<file path="src/lwc_cfg.svh">
`ifndef LWC_CFG_SVH
`define LWC_CFG_SVH

// register byte offsets
`define LWC_ADDR_W            8
`define LWC_OFS_CONTROL       8'h00
`define LWC_OFS_IRQ_STATUS    8'h04
`define LWC_OFS_IRQ_MASK      8'h08
`define LWC_OFS_STATE         8'h0C

// control register fields
`define LWC_CTRL_LINK_ACTIVE  0
`define LWC_CTRL_CONTENDER    1
`define LWC_CTRL_RESUME_EN    2
`define LWC_CTRL_RESET        3'h0

// interrupt status and mask fields
`define LWC_IRQ_PORT_EVENT    0
`define LWC_IRQ_CFG_TIMEOUT   1
`define LWC_IRQ_CABLE_POWER   2
`define LWC_IRQ_STATE_TIMEOUT 3
`define LWC_IRQ_RESET         4'h0

// state register fields
`define LWC_ST_STRAP          0
`define LWC_ST_WAKE           1
`define LWC_ST_LPS            2
`define LWC_ST_CABLE_POWER    3
`define LWC_ST_CABLE_INACTIVE 4
`define LWC_ST_CONTROL_LO     5

// timing: clock period, link clock period, wake period, power status filter
`define LWC_CLK_PERIOD_PS     5000
`define LWC_LINK_CLK_PS       20345
`define LWC_WAKE_PERIOD_NS    163
`define LWC_LINK_TICK_CYC     ((`LWC_LINK_CLK_PS) / (`LWC_CLK_PERIOD_PS))
`define LWC_WAKE_HALF_TICKS   4
`define LWC_LPS_LOW_NS        2600
`define LWC_LPS_LOW_CYC       (((`LWC_LPS_LOW_NS) * 1000 + (`LWC_CLK_PERIOD_PS) - 1) / (`LWC_CLK_PERIOD_PS))

`endif

</file>
<file path="src/lwc_pkg.sv">
package lwc_pkg;

	typedef struct packed {
		logic resume_port_irq_enable;
		logic contender;
		logic link_active_control_bit;
	} lwc_ctrl_type;

	typedef struct packed {
		logic state_timeout_irq_bit;
		logic cable_power_irq_bit;
		logic config_timeout_irq_bit;
		logic port_event_irq_bit;
	} lwc_irq_type;

	typedef struct packed {
		logic [1:0] out;
		logic [1:0] oe;
	} lwc_ctl_drive_type;

	typedef enum logic [1:0] {
		WAKE_IDLE,
		WAKE_HIGH,
		WAKE_LOW
	} lwc_wake_state_type;

endpackage

</file>
<file path="src/lwc_lps_filter.sv">
`include "lwc_cfg.svh"

// power status filter: low must last past the threshold before it counts
module lwc_lps_filter (
	input  wire logic clk,
	input  wire logic reset_n,
	input  wire logic level_in,
	output logic      active
);
	localparam int unsigned LOW_CYC = `LWC_LPS_LOW_CYC;

	logic [9:0] low_count;

	// count consecutive low cycles, saturating at the threshold
	always_ff @(posedge clk or negedge reset_n) begin
		if (!reset_n) begin
			low_count <= 10'h000;
		end else if (level_in) begin
			low_count <= 10'h000;
		end else if (low_count != LOW_CYC[9:0]) begin
			low_count <= low_count + 10'h001;
		end
	end

	// short glitches low still count as active
	always_ff @(posedge clk or negedge reset_n) begin
		if (!reset_n) begin
			active <= 1'b0;
		end else if (level_in) begin
			active <= 1'b1;
		end else if (low_count == LOW_CYC[9:0]) begin
			active <= 1'b0;
		end
	end

endmodule

</file>
<file path="src/lwc_top.sv">
// Notes on behaviour
// - strap level during hardware reset sets default contender status, high means contender.
// - after reset the shared pin serves only as the link wake output.
// - active wake output is a square wave of about 163 ns, eight link clocks.
// - inactive wake output drives low; during hardware reset it floats.
// - wake may start only while link power status or link-active bit is off.
// - wake starts on addressed link-on packet or a set port-event bit.
// - wake starts on timeout or cable-power bits when resume enable is set.
// - wake runs until power status active and link-active bit set, or until the causing status bit is cleared.
// - bus reset stops a packet-only wake; interrupt-caused wake survives it.
// - pending interrupt while link active starts wake once link goes inactive.
// - cable inactive flag is high when no incoming bias is seen.
// - cable inactive flag is ignored until a hard reset has been done.
// - cable power comparator result is reported and feeds the cable-power interrupt.
// - both sides drive and read the two control lines, held when undriven.
// - power status counts inactive only after staying low past 2.6 us.
`include "lwc_cfg.svh"

module lwc_top (
	input  wire logic        REF_CLK,
	input  wire logic        RESET_N,
	input  wire logic [7:0]  ADDR,
	input  wire logic [31:0] WR_DATA,
	input  wire logic        WR_STB,
	input  wire logic        RD_STB,
	output logic      [31:0] RD_DATA,
	output logic             IRQ,
	input  wire logic        CONTENDER_WAKE_PIN_IN,
	output logic             CONTENDER_WAKE_PIN_OUT,
	output logic             CONTENDER_WAKE_PIN_OE,
	input  wire logic        LINK_POWER_STATUS,
	input  wire logic        LINK_ON_PACKET,
	input  wire logic        BUS_RESET,
	input  wire logic        PORT_EVENT,
	input  wire logic        CONFIG_TIMEOUT,
	input  wire logic        STATE_TIMEOUT,
	input  wire logic        BIAS_DETECT,
	input  wire logic        CABLE_POWER_SENSE,
	output logic             CABLE_INACTIVE_FLAG,
	input  wire logic [1:0]  CTL_TX_DATA,
	input  wire logic        CTL_TX_EN,
	output logic      [1:0]  CTL_RX_DATA,
	input  wire logic [1:0]  PHY_LINK_CONTROL_IN,
	output logic      [1:0]  PHY_LINK_CONTROL_OUT,
	output logic      [1:0]  PHY_LINK_CONTROL_OE
);

	localparam int unsigned TICK_CYC = `LWC_LINK_TICK_CYC;
	localparam int unsigned HALF_TICKS = `LWC_WAKE_HALF_TICKS;

	lwc_pkg::lwc_ctrl_type       ctrl;
	lwc_pkg::lwc_irq_type        irq_status;
	lwc_pkg::lwc_irq_type        irq_mask;
	lwc_pkg::lwc_irq_type        irq_event;
	lwc_pkg::lwc_irq_type        irq_clear;
	lwc_pkg::lwc_ctl_drive_type  ctl_drive;
	lwc_pkg::lwc_wake_state_type wake_state;
	lwc_pkg::lwc_wake_state_type next_wake_state;
	logic                        reset_done;
	logic                        strap;
	logic                        lps_active;
	logic                        link_inactive;
	logic                        irq_cause;
	logic                        packet_pending;
	logic                        wake_request;
	logic                        cable_power;
	logic                        cable_power_seen;
	logic [2:0]                  tick_count;
	logic                        link_tick;
	logic [2:0]                  half_count;
	logic                        next_pin_out;
	logic [31:0]                 next_rd_data;
	logic                        wr_control;
	logic                        wr_status;
	logic                        wr_mask;

	////////////////////////////////////////////////////////////////////////////
	// reset release and strap capture

	// the strap is caught on the first edge after release; an async reset may
	// only load constants, so the pin cannot be sampled under reset itself
	always_ff @(posedge REF_CLK or negedge RESET_N) begin
		if (!RESET_N) begin
			reset_done <= 1'b0;
			strap      <= 1'b0;
		end else if (!reset_done) begin
			reset_done <= 1'b1;
			strap      <= CONTENDER_WAKE_PIN_IN;
		end
	end

	////////////////////////////////////////////////////////////////////////////
	// register bus decode

	assign wr_control = WR_STB && (ADDR == `LWC_OFS_CONTROL);
	assign wr_status  = WR_STB && (ADDR == `LWC_OFS_IRQ_STATUS);
	assign wr_mask    = WR_STB && (ADDR == `LWC_OFS_IRQ_MASK);
	assign irq_clear  = wr_status ? lwc_pkg::lwc_irq_type'(WR_DATA[3:0]) : `LWC_IRQ_RESET;

	// control bits; contender defaults to the strap, software may overwrite it
	always_ff @(posedge REF_CLK or negedge RESET_N) begin
		if (!RESET_N) begin
			ctrl <= `LWC_CTRL_RESET;
		end else if (!reset_done) begin
			ctrl.contender <= CONTENDER_WAKE_PIN_IN;
		end else if (wr_control) begin
			ctrl.link_active_control_bit <= WR_DATA[`LWC_CTRL_LINK_ACTIVE];
			ctrl.contender               <= WR_DATA[`LWC_CTRL_CONTENDER];
			ctrl.resume_port_irq_enable  <= WR_DATA[`LWC_CTRL_RESUME_EN];
		end
	end

	always_ff @(posedge REF_CLK or negedge RESET_N) begin
		if (!RESET_N) begin
			irq_mask <= `LWC_IRQ_RESET;
		end else if (wr_mask) begin
			irq_mask <= lwc_pkg::lwc_irq_type'(WR_DATA[3:0]);
		end
	end

	// read mux; unmapped offsets read as zero
	always_comb begin
		next_rd_data = 32'h0000_0000;
		case (ADDR)
			`LWC_OFS_CONTROL: begin
				next_rd_data[2:0] = ctrl;
			end
			`LWC_OFS_IRQ_STATUS: begin
				next_rd_data[3:0] = irq_status;
			end
			`LWC_OFS_IRQ_MASK: begin
				next_rd_data[3:0] = irq_mask;
			end
			`LWC_OFS_STATE: begin
				next_rd_data[`LWC_ST_STRAP]          = strap;
				next_rd_data[`LWC_ST_WAKE]           = wake_state != lwc_pkg::WAKE_IDLE;
				next_rd_data[`LWC_ST_LPS]            = lps_active;
				next_rd_data[`LWC_ST_CABLE_POWER]    = cable_power;
				next_rd_data[`LWC_ST_CABLE_INACTIVE] = CABLE_INACTIVE_FLAG;
				next_rd_data[`LWC_ST_CONTROL_LO +: 2] = CTL_RX_DATA;
			end
			default: begin
				next_rd_data = 32'h0000_0000;
			end
		endcase
	end

	// read data stands only in the cycle after the strobe
	always_ff @(posedge REF_CLK or negedge RESET_N) begin
		if (!RESET_N) begin
			RD_DATA <= 32'h0000_0000;
		end else begin
			RD_DATA <= RD_STB ? next_rd_data : 32'h0000_0000;
		end
	end

	////////////////////////////////////////////////////////////////////////////
	// cable power and bias

	// comparator result is synchronous; a change after the first sample is an event
	always_ff @(posedge REF_CLK or negedge RESET_N) begin
		if (!RESET_N) begin
			cable_power      <= 1'b0;
			cable_power_seen <= 1'b0;
		end else begin
			cable_power      <= CABLE_POWER_SENSE;
			cable_power_seen <= 1'b1;
		end
	end

	// flag held low until a hard reset has completed, so no consumer sees junk
	always_ff @(posedge REF_CLK or negedge RESET_N) begin
		if (!RESET_N) begin
			CABLE_INACTIVE_FLAG <= 1'b0;
		end else if (reset_done) begin
			CABLE_INACTIVE_FLAG <= !BIAS_DETECT;
		end
	end

	////////////////////////////////////////////////////////////////////////////
	// interrupt status, set wins over a write-one clear

	always_comb begin
		irq_event                        = `LWC_IRQ_RESET;
		irq_event.port_event_irq_bit     = PORT_EVENT;
		irq_event.config_timeout_irq_bit = CONFIG_TIMEOUT;
		irq_event.state_timeout_irq_bit  = STATE_TIMEOUT;
		irq_event.cable_power_irq_bit    = cable_power_seen && (cable_power != CABLE_POWER_SENSE);
	end

	always_ff @(posedge REF_CLK or negedge RESET_N) begin
		if (!RESET_N) begin
			irq_status <= `LWC_IRQ_RESET;
		end else begin
			irq_status <= (irq_status & ~irq_clear) | irq_event;
		end
	end

	always_ff @(posedge REF_CLK or negedge RESET_N) begin
		if (!RESET_N) begin
			IRQ <= 1'b0;
		end else begin
			IRQ <= |(((irq_status & ~irq_clear) | irq_event) & irq_mask);
		end
	end

	////////////////////////////////////////////////////////////////////////////
	// link power status filter

	lwc_lps_filter u_lps_filter (
		.clk      (REF_CLK),
		.reset_n  (RESET_N),
		.level_in (LINK_POWER_STATUS),
		.active   (lps_active)
	);

	////////////////////////////////////////////////////////////////////////////
	// wake decision

	assign link_inactive = !lps_active || !ctrl.link_active_control_bit;
	// interrupt cause is level based, so a pending bit wakes once link drops
	assign irq_cause = irq_status.port_event_irq_bit ||
		(ctrl.resume_port_irq_enable && (irq_status.config_timeout_irq_bit ||
		irq_status.cable_power_irq_bit || irq_status.state_timeout_irq_bit));

	// packet wake is remembered; a bus reset drops it unless a packet lands too
	always_ff @(posedge REF_CLK or negedge RESET_N) begin
		if (!RESET_N) begin
			packet_pending <= 1'b0;
		end else if (LINK_ON_PACKET && link_inactive) begin
			packet_pending <= 1'b1;
		end else if (BUS_RESET || !link_inactive) begin
			packet_pending <= 1'b0;
		end
	end

	assign wake_request = reset_done && link_inactive && (irq_cause || packet_pending);

	////////////////////////////////////////////////////////////////////////////
	// link clock tick and square wave

	// divider stands in for the link clock, one tick per link clock period
	always_ff @(posedge REF_CLK or negedge RESET_N) begin
		if (!RESET_N) begin
			tick_count <= 3'h0;
			link_tick  <= 1'b0;
		end else if (tick_count == 3'(TICK_CYC - 1)) begin
			tick_count <= 3'h0;
			link_tick  <= 1'b1;
		end else begin
			tick_count <= tick_count + 3'h1;
			link_tick  <= 1'b0;
		end
	end

	always_comb begin
		next_wake_state = wake_state;
		case (wake_state)
			lwc_pkg::WAKE_IDLE: begin
				if (wake_request) begin
					next_wake_state = lwc_pkg::WAKE_HIGH;
				end
			end
			lwc_pkg::WAKE_HIGH: begin
				if (!wake_request) begin
					next_wake_state = lwc_pkg::WAKE_IDLE;
				end else if (link_tick && half_count == 3'(HALF_TICKS - 1)) begin
					next_wake_state = lwc_pkg::WAKE_LOW;
				end
			end
			lwc_pkg::WAKE_LOW: begin
				if (!wake_request) begin
					next_wake_state = lwc_pkg::WAKE_IDLE;
				end else if (link_tick && half_count == 3'(HALF_TICKS - 1)) begin
					next_wake_state = lwc_pkg::WAKE_HIGH;
				end
			end
			default: begin
				next_wake_state = lwc_pkg::WAKE_IDLE;
			end
		endcase
	end

	always_ff @(posedge REF_CLK or negedge RESET_N) begin
		if (!RESET_N) begin
			wake_state <= lwc_pkg::WAKE_IDLE;
		end else begin
			wake_state <= next_wake_state;
		end
	end

	// ticks counted per half period; restarts whenever the half changes
	always_ff @(posedge REF_CLK or negedge RESET_N) begin
		if (!RESET_N) begin
			half_count <= 3'h0;
		end else if (next_wake_state != wake_state) begin
			half_count <= 3'h0;
		end else if (link_tick) begin
			half_count <= half_count + 3'h1;
		end
	end

	assign next_pin_out = next_wake_state == lwc_pkg::WAKE_HIGH;

	// pin floats under reset so the strap resistor sets its level, then drives
	always_ff @(posedge REF_CLK or negedge RESET_N) begin
		if (!RESET_N) begin
			CONTENDER_WAKE_PIN_OE  <= 1'b0;
			CONTENDER_WAKE_PIN_OUT <= 1'b0;
		end else begin
			CONTENDER_WAKE_PIN_OE  <= reset_done;
			CONTENDER_WAKE_PIN_OUT <= reset_done && next_pin_out;
		end
	end

	////////////////////////////////////////////////////////////////////////////
	// control lines to the link

	// with link power inactive the lines are held at zero; otherwise the core
	// drives when enabled and releases so the far side's holder keeps the level
	always_comb begin
		ctl_drive.out = CTL_TX_DATA;
		ctl_drive.oe  = {2{CTL_TX_EN}};
		if (!lps_active) begin
			ctl_drive.out = 2'h0;
			ctl_drive.oe  = 2'h3;
		end
	end

	always_ff @(posedge REF_CLK or negedge RESET_N) begin
		if (!RESET_N) begin
			PHY_LINK_CONTROL_OUT <= 2'h0;
			PHY_LINK_CONTROL_OE  <= 2'h0;
		end else begin
			PHY_LINK_CONTROL_OUT <= ctl_drive.out;
			PHY_LINK_CONTROL_OE  <= ctl_drive.oe;
		end
	end

	// received level; when nobody drives, the line's holder keeps the last one
	always_ff @(posedge REF_CLK or negedge RESET_N) begin
		if (!RESET_N) begin
			CTL_RX_DATA <= 2'h0;
		end else begin
			CTL_RX_DATA <= PHY_LINK_CONTROL_IN;
		end
	end

endmodule

</file>
<file path="config.mk">
export PLATFORM = sky130hd
export DESIGN_NAME = lwc_top
export DESIGN_NICKNAME = d
export VERILOG_FILES = /design/src/lwc_pkg.sv /design/src/lwc_lps_filter.sv /design/src/lwc_top.sv
export VERILOG_INCLUDE_DIRS = /design/src /design/src/src
export SDC_FILE = /design/constraint.sdc
export NUM_CORES = 1
export LEC_CHECK = 0
export BUFFER_PORTS_ARGS = -buffer_cell sky130_fd_sc_hd__buf_4
export CAP_MARGIN = 15
export CORE_ASPECT_RATIO = 0.5
export CORE_UTILIZATION = 43
export CTS_CLUSTER_SIZE = 24
export DETAILED_ROUTE_END_ITERATION = 7
export GPL_TIMING_DRIVEN = 1
export PLACE_DENSITY_LB_ADDON = 0.3
export SYNTH_ARGS = -nofsm -noshare
export SYNTH_HDL_FRONTEND = slang
export SYNTH_SLANG_ARGS = --single-unit
</file>
<file path="constraint.sdc">
create_clock -name REF_CLK -period 1.5 [get_ports REF_CLK]
set_input_delay 0.15 -clock REF_CLK [delete_from_list [all_inputs] [get_ports REF_CLK]]
set_output_delay 0.15 -clock REF_CLK [all_outputs]
set_load 0.005 [all_outputs]
</file>
==> results of run 1 <==
## cells by family after synthesis
family / Yosys count
compound gates: 28
xor+xnor: 10
fa+ha+maj: 5
buf+inv: 39
flops: 51
mux: 14
other cells: 2
simple gates: 70
## metrics by stage
stage	std cells	setup slack, ps	instance area (sq um)	util	total power, mW
4_1_cts	355	2.02	3100	0.561	3.10
5_1_grt	356	-38.9	3110	0.564	3.18
2_1_floorplan	243	28.6	2570	-	1.65
3_5_place_dp	342	-25.9	2870	0.520	1.76
6_report	356	17.1	3110	0.564	3.06
3_3_place_gp	342	-6.20	2870	0.520	1.75
## power groups by stage
stage	registers (mW)	logic, mW	clock network [mW]
floorplan	1.47	0.171	0
global placement	1.47	0.280	0
detailed placement	1.47	0.286	0
CTS	1.45	0.298	1.35
global route	1.45	0.338	1.39
finish	1.45	0.298	1.31
## registers in the layout (all words and copies together) (netlist names), 3 cells and up
register                flops
RD_DATA                     7
ctrl                        3
irq_mask                    4
u_lps_filter.low_count     10
tick_count                  3
half_count                  3
irq_status                  4
## layout by cell type (no fill, tap or decap), drive strengths merged, types with 2 or more instances in the layout
cell	instances
a211oi	5
a21oi	8
a31o	2
a31oi	3
and2	6
and3	2
buf	58
clkbuf	6
conb	26
dfrtp	51
dlygate4sd3	4
ha	5
inv	9
mux2	8
mux2i	4
mux4	2
nand2	8
nand2b	2
nand3	5
nand3b	2
nand4	3
nand4b	2
nor2	22
nor2b	6
nor3b	3
nor4	2
nor4b	2
o21ai	5
xnor2	7
xor2	3
## critical path: stages (launching register included)
cell,delay [ps]
dfrtp_1,370
o31a_1,330
o311ai_4,250
mux2i_2,330
nor2_1,80
## cell type report
class | count | area, sq um
clock buffer | 6 | 139
clock inverter | 2 | 35.0
fill | 483 | 2410
inverter | 9 | 33.8
multi-input combinational | 153 | 1060
sequential | 51 | 1280
tap | 73 | 91.3
timing repair buffer | 62 | 475
## routing by layer
layer,part of all wire,up-vias,global-route usage
met5,0,-,0
met4,0.015,0,0.0686
met3,0.046,4,0.0433
met2,0.49,49,0.269
met1,0.45,827,0.217
li1,-,827,-
## synth_stat cells (2+ instances only)
library cell,instances,area share
o21ai_0,5,0.010
inv_1,9,0.014
mux2i_1,4,0.016
and3_1,2,0.0050
xnor2_1,7,0.025
nor3b_1,2,0.0060
nand4b_1,2,0.0071
buf_2,2,0.0040
clkbuf_1,2,0.0030
nand2b_1,2,0.0050
mux2_2,8,0.036
nand2_1,7,0.011
nand3_1,5,0.010
a31o_2,2,0.0071
conb_1,2,0.0030
a31oi_1,3,0.0076
ha_1,5,0.025
nor2b_1,6,0.015
nor2_1,22,0.033
buf_4,26,0.079
xor2_1,3,0.011
dfrtp_1,51,0.51
a211oi_1,4,0.012
nand4_1,3,0.0076
nand3b_1,2,0.0060
a21oi_1,8,0.016
and2_1,6,0.015
## what timing repair did
| item | CTS | global route |
|---|---|---|
| endpoints found under the setup margin | 5 | 4 |
| endpoints found under the hold margin | 54 | 0 |
| pin swaps | 1 | 0 |
| buffers inserted | 1 | 1 |
| hold buffers | 4 | 0 |
| resized for setup | 1 | 1 |
## worst max path at each step
stage / to / slack [ps] / cells past startpoint
final: half_count[1] / 20 / 4
after global routing: half_count[1] / -40 / 4
after detailed placement: half_count[0] / -30 / 4
after floorplan: half_count[2] / 30 / 4
after global placement: half_count[1] / -6 / 4
after CTS: half_count[2] / 2 / 4
==> results.txt, run 1 <==
# DRC = 0
Vias in the first global route = 1662
DR pass1 iterations = 4
Status = completed
GRT Residual Overflow = 0
Critical path type = reg -> reg
# diodes = 0
Pint = 2.41 mW
Synth Area in Compound Gates = 0.0817
Overall Global Routing Usage = 0.167
Switching power = 652 uW
Area growth, synth to finish = 25.3%
Crit path launch type = flip-flop
Die area = 0.00610 sq mm
Critical path startpoint = irq_status[2]
Logic gate share of total power = 0.097
Switching part of the total = 0.213
# nets final = 345
Synth unique cells = 46
Async S/R FF share, synth = 1.00
Synth Area in Simple Gates = 0.169
Clock skew after layout = 5.06 ps
Multiplexer share of the synthesized area = 0.0721
Yosys Warn Count = 0
Synth Area per Inst = 11.3 sq um
Seq/Total Area, Yosys = 0.514
Sequential Power Share = 0.474
Largest net degree at the start of global routing = 52
Min-Delay Endpoint = CABLE_INACTIVE_FLAG
FF-to-FF setup slack = 20 ps
TritonCTS clock tree = built
Gate Count Post-Synth = 219
Final Hold Slack = 25.0 ps
Die height = 55.7 um
Xor and xnor fraction of the mapped netlist area = 0.0353
Post-synth EDFFs = 0
Worst Setup End Kind = flip-flop
Hold crit path type = in -> reg
CTS Sinks = 51
Initial core utilization = 0.450
H-Tree Depth = 2
Post-Synth Adder-Cell Area = 0.0252
Final max-slew violation count = 0
Num CTS Buffers = 5
Fin crit share = 0.989
Port bufs = 46
Reg2Reg Depth = 4
Seq cells post-synth = 51
DR vias = 1707
FP Rows = 19
Hold path cells = 2
P_leak = 1.45 nW
Hpwl dp = 3.18 mm
Power Density = 983 mW/mm^2
CP Max Fanout = 3
Clock Latency Late Sink = 290 ps
Clk pwr share = 0.428
F_max = 674 MHz
Antenna violations before repair = 0
Largest family of logic cells by synthesized area = simple AND/OR/NAND/NOR gates
VDD IR max = 513 uV
Horiz. Die Dim = 109 um
Post-DR wirelength/cell = 12.6 um
Primary FF master, synth = dfrtp_1
Final Setup Violations = 0
Final ANT Viol Nets = 0
Global-route wire length before repair = 7.67 mm
Final Critical Period = 1480 ps
Data arrival, critical path = 1650 ps
Routed wire length = 4.48 mm
I/O pins = 100
Layout cell share with drive strength beyond 1 = 0.307
Required @ worst endpoint = 1670 ps
Slew margin rel. = 0.570
CTS root buf = clkbuf_16
RSZ-0062 raised after global routing = yes
Area of the core = 0.00552 sq mm
Setup TNS = 0 ps
Cell area after synthesis = 0.00248 sq mm
Clk buf depth = 2
Vias per cell = 4.79
Slew @ Worst Pin = 645 ps
MaxCap Viol Count = 0
Critical R2R Capture = half_count[1]
Hold path startpoint = BIAS_DETECT
Final GP Congestion = 0.774
CTS clk-pin slew, worst paths = 60 ps
FF-to-FF Start = irq_status[2]
DR iter-0 viols = 37
Hold Vio Cnt, Final = 0
(Power assumes the default switching activity.)
==> run 2, diff against run 1 <==
--- a/config.mk
+++ b/config.mk
@@ -6,6 +6,7 @@
 export SDC_FILE = /design/constraint.sdc
 export NUM_CORES = 1
 export LEC_CHECK = 0
+export ABC_AREA = 1
 export BUFFER_PORTS_ARGS = -buffer_cell sky130_fd_sc_hd__buf_4
 export CAP_MARGIN = 15
 export CORE_ASPECT_RATIO = 0.5
==> run 2 against run 1 <==
Against the previous run: the run now ends with DRC left; core utilization fell by 0.93 points; fmax up 6.6%; power shrank 2.2%; sequential power about the same; critical endpoint is now half_count[2]; largest cell class unchanged; largest power group unchanged.
==> results.txt, run 2 <==
Die height = 55.6 um
Final Critical Period = 1390 ps
Slew margin rel. = 0.573
DR iter-0 viols = 69
# placed instances = 411
Final ANT Viol Nets = 0
Post-CTS Setup Repair Bufs = 0
CTS root buf = clkbuf_16
Delay-heaviest family, CP = adder cells
CTS Sinks = 51
CTS clk-pin slew, worst paths = 70 ps
DR vias = 1966
Status = complete, but fails checks
Global-route wire length before repair = 8.10 mm
# diodes = 0
Primary FF master, synth = dfrtp_1
Top Registers = u_lps_filter.low_count x10, RD_DATA x7
I/O pins = 100
Clock Latency Late Sink = 290 ps
Synth unique cells = 27
Async S/R FF share, synth = 1.00
Cell mode on critical path = ha_1
Yosys top cell area share = 0.516
Post-synth EDFFs = 0
Slowest cell on crit path = dfrtp_1
# nets final = 412
Area growth, synth to finish = 23.7%
Switching part of the total = 0.221
Critical path type = reg -> reg
Design Area, Final = 0.00306 sq mm
Num CTS Buffers = 5
Clock skew after layout = 5.40 ps
VDD IR max = 523 uV
Clk pwr share = 0.430
P_leak = 1.59 nW
GRT Residual Overflow = 0
Core Util, Final = 0.554
Non-Filler Instances = 423
Seq/Total Area, Yosys = 0.516
Final max-slew violation count = 0
Commonest cells post-synth = nand2_1 (77), dfrtp_1 (51), inv_1 (34), nor2_1 (27), buf_4 (26)
Max reg flops = 10
# DRC = 2
Antenna violations before repair = 0
Register Area = 0.00128 sq mm
Violated checks = DRC
DP Area = 0.00284 sq mm
Reg with most FFs = u_lps_filter.low_count
Final Setup Violations = 0
Worst path cell trace = ha_1 > ha_1 > or2_2 > a21oi_1
Hpwl dp = 3.51 mm
Initial core utilization = 0.448
RSZ-0062 raised after global routing = no
Horiz. Die Dim = 109 um
Most frequent cells in the layout = nand2_1 (77), dfrtp_1 (51), buf_4 (51)
Pwr Total = 2.99 mW
Worst Setup End Kind = flip-flop
Crit path launch type = flip-flop
Hold Vio Cnt, Final = 0
Layout cell share with drive strength beyond 1 = 0.226
Seq cells post-synth = 51
Routed wire length = 4.71 mm
Sequential Power Share = 0.485
Data arrival, critical path = 1610 ps
Gate Count Post-Synth = 290
Clk buf depth = 2
DR pass1 iterations = 6
Power Density = 978 mW/mm^2
MaxCap Viol Count = 0
Setup TNS = 0 ps
Logic gate share of total power = 0.085
Synth Area per Inst = 8.52 sq um
Most used standard cell by instance count after synthesis = nand2_1
Hold crit path type = in -> reg
Area of the core = 0.00552 sq mm
F_max = 719 MHz
# fillers = 510
Switching power = 660 uW
Largest net degree at the start of global routing = 52
Cell area after synthesis = 0.00247 sq mm
Synth area leader = dfrtp_1
Final GP Congestion = 0.801
Vias per cell = 4.65
FP Rows = 19
Required @ worst endpoint = 1720 ps
CP Buf/Inv Count = 0
Most common cell after layout, fill and taps aside = nand2_1
Port bufs = 46
H-Tree Depth = 2
Vias in the first global route = 1894
Slew @ Worst Pin = 640 ps
Area of the multi-input gates = 957 sq um
Pint = 2.33 mW
Die area = 0.00607 sq mm
Crit-path max cell delay = 400 ps
Fin crit share = 0.927
Overall Global Routing Usage = 0.172
Yosys Warn Count = 0
Post-DR wirelength/cell = 11.1 um
CP Max Fanout = 2
Synth top area cells = dfrtp_1 (52%), nand2_1 (12%), buf_4 (7.9%)
TritonCTS clock tree = built
run 2: changes by cell type in the layout (fill, tap and decap cells not counted), sizes merged, moves of 5 or more:
cell and delta:
a211oi -5, nand2 +73, o21ai +6, inv +29, and2 -6, buf -7
nand3 +12, nor2 +9, xnor2 -6, nor2b -6, mux2 -8
run 2: area by class of cell:
type                            instances  share of cell area
Clock buffer                            5              0.0409
Clock inverter                          3              0.0151
Inverter                               37              0.0454
Multi-Input combinational cell        199               0.313
Sequential cell                        51               0.417
Tap cell                               73              0.0299
Timing Repair Buffer                   55               0.138
run 2: layer usage:
layer | part of all wire | GRT usage | up-vias
met4 | 0.0042 | 0.0533 | 0
met5 | 0 | 0 | -
met1 | 0.45 | 0.220 | 931
li1 | - | - | 971
met3 | 0.060 | 0.0398 | 6
met2 | 0.48 | 0.292 | 58
run 2: final timing paths:
kind,startpoint,end,slack (ps),depth (start not counted)
max,half_count[0],half_count[2],110,4
min,LINK_POWER_STATUS,u_lps_filter.low_count[4],50,2
max reg2reg,half_count[0],half_count[2],110,4
min reg2reg,tick_count[0],tick_count[0],440,1
max in group asynchronous,RESET_N,CONTENDER_WAKE_PIN_OE,650,2
min in group asynchronous,RESET_N,RD_DATA[2],430,2
run 2: cells by family (layout without fill, tap and decap cells):
logic type / Yosys count / count (layout) / synth area share
AOI/OAI and AO/OA: 22 / 22 / 0.0471
DFF: 51 / 51 / 0.516
other: 2 / 26 / 0.00304
adders and majority gates: 5 / 5 / 0.0253
xor gates and xnor gates: 2 / 2 / 0.00709
and+or+nand+nor: 144 / 144 / 0.264
buffers and inverters: 64 / 100 / 0.137
run 2: per-stage QoR:
stage	worst slack (ps)	hold WS, ps
global route	9.31	58.6
finish	109	50.3
CTS	82.6	49.5
floorplan	203	-146
global placement	122	210
detailed placement	97.1	214
run 2: power groups by stage:
stage	sequential (mW)	combinational (mW)	clock [mW]
CTS	1.45	0.256	1.31
global route	1.46	0.291	1.37
finish	1.45	0.254	1.28
floorplan	1.47	0.150	0
detailed placement	1.48	0.246	0
global placement	1.47	0.239	0
run 2: what timing repair did:
action	CTS	global route
hold buffers	4	0
endpoints found under the setup margin	0	8
resized for setup	0	3
endpoints found under the hold margin	54	0
run 2: worst reg2reg max path, cell delays in order (launching register included):
cell and delay [ps]:
dfrtp_1 400, ha_1 220, ha_1 270, or2_2 290, a21oi_1 140
==> run 3, diff against run 2 <==
--- a/config.mk
+++ b/config.mk
@@ -7,12 +7,12 @@
 export NUM_CORES = 1
 export LEC_CHECK = 0
 export ABC_AREA = 1
-export BUFFER_PORTS_ARGS = -buffer_cell sky130_fd_sc_hd__buf_4
 export CAP_MARGIN = 15
 export CORE_ASPECT_RATIO = 0.5
 export CORE_UTILIZATION = 43
 export CTS_CLUSTER_SIZE = 24
 export DETAILED_ROUTE_END_ITERATION = 7
+export DONT_BUFFER_PORTS = 1
 export GPL_TIMING_DRIVEN = 1
 export PLACE_DENSITY_LB_ADDON = 0.3
 export SYNTH_ARGS = -nofsm -noshare
==> run 3 against run 2 <==
Against the previous run: the flow still finishes with violations (DRC); fmax up 2.2%; clock skew about the same; routed wire length down 3.9%; clock power down 13%; final area down 7.4%; setup slack better by 30 ps; sequential power about the same; register-to-register slack better by 30 ps; critical endpoint unchanged.
==> results.txt, run 3 (synthesis results as in run 2) <==
# nets final = 379
Final max-slew violation count = 0
Layout cell share with drive strength beyond 1 = 0.0978
H-Tree Depth = 2
Crit path launch type = flip-flop
Final Setup Violations = 0
Status = complete, but fails checks
Final GP Congestion = 0.816
Die area = 0.00607 sq mm
Final Hold Slack = 0.743 ps
Vias per cell = 4.60
F_max = 735 MHz
Die height = 55.6 um
FP Rows = 19
Final Critical Period = 1360 ps
TritonCTS clock tree = built
# diodes = 0
# DRC = 2
Largest net degree at the start of global routing = 52
Critical path type = reg -> reg
Required @ worst endpoint = 1720 ps
Post-CTS Setup Repair Bufs = 0
Violated checks = DRC
Most frequent cells in the layout = nand2_1 (77), dfrtp_1 (51), inv_1 (34)
Fin crit share = 0.907
CTS Sinks = 51
I/O pins = 100
VDD IR max = 504 uV
MaxCap Viol Count = 0
Clock Latency Late Sink = 290 ps
Final ANT Viol Nets = 0
DR vias = 1794
Global-route wire length before repair = 7.76 mm
# fillers = 521
Data arrival, critical path = 1580 ps
Antenna violations before repair = 0
CTS clk-pin slew, worst paths = 70 ps
DR iter-0 viols = 84
Initial core utilization = 0.448
Clock skew after layout = 5.05 ps
GRT Residual Overflow = 0
Num CTS Buffers = 5
RSZ-0062 raised after global routing = no
# placed instances = 364
Routed wire length = 4.53 mm
P_leak = 1.41 nW
Power Density = 972 mW/mm^2
Max reg flops = 10
Dpl ws = 80.4 ps
Setup TNS = 0 ps
Overall Global Routing Usage = 0.166
Area growth, synth to finish = 14.5%
Post-DR wirelength/cell = 11.6 um
CTS root buf = clkbuf_16
Most common cell after layout, fill and taps aside = nand2_1
Final setup margin = 139 ps
DR pass1 iterations = 6
Reg with most FFs = u_lps_filter.low_count
CP Max Fanout = 2
Core Util, Final = 0.513
Port bufs = 0
Hold Vio Cnt, Final = 0
DP Area = 0.00248 sq mm
Vias in the first global route = 1734
Hold crit path type = in -> reg
Pwr Total = 2.75 mW
Horiz. Die Dim = 109 um
Area of the core = 0.00552 sq mm
Design Area, Final = 0.00283 sq mm
Clk buf depth = 2
Hpwl dp = 3.25 mm
Non-Filler Instances = 390
Worst Setup End Kind = flip-flop
Top Registers = u_lps_filter.low_count x10, RD_DATA x7
run 3: worst paths after layout:
| kind | to | cells after the start | from | slack, ps |
|---|---|---|---|---|
| setup / recovery | half_count[2] | 4 | half_count[0] | 140 |
| hold / removal | packet_pending | 2 | LINK_ON_PACKET | 0.7 |
| setup reg to reg | half_count[2] | 4 | half_count[0] | 140 |
| hold reg to reg | CONTENDER_WAKE_PIN_OE | 0 | cable_power_seen | 440 |
| max in group asynchronous | u_lps_filter.low_count[3] | 2 | RESET_N | 900 |
| min in group asynchronous | RD_DATA[3] | 2 | RESET_N | 370 |
run 3: final cells by class:
type / instances / area, sq um / share of cell area
timing repair buffer: 22 / 228 / 0.0805
multi-input combinational: 199 / 951 / 0.336
tap: 73 / 91.3 / 0.0323
clock inverter: 3 / 20.0 / 0.00707
inverter: 37 / 139 / 0.0491
clock buffer: 5 / 125 / 0.0442
sequential: 51 / 1280 / 0.451
run 3: per-layer routing:
metal,part of all wire,track usage,up-vias
met5,0,0,-
met4,0,0.0400,0
met3,0.064,0.0445,0
met2,0.47,0.271,58
met1,0.47,0.220,835
li1,-,-,901
run 3: timing repair:
action,CTS,global route
endpoints found under the setup margin,0,3
hold endpoints to repair,70,0
gates resized for setup,0,1
hold buffers,18,0
run 3: critical path: stages, from the launching register on:
cell and delay [ps]:
dfrtp_1 410, ha_1 210, ha_1 250, or2_2 290, a21oi_1 130
run 3: power by group:
group	switching, mW	leakage [nW]	internal, mW
Combinational	0.109	0.709	0.0784
Clock	0.494	0.0658	0.615
Sequential	0.0346	0.639	1.42
Total	0.638	1.41	2.11
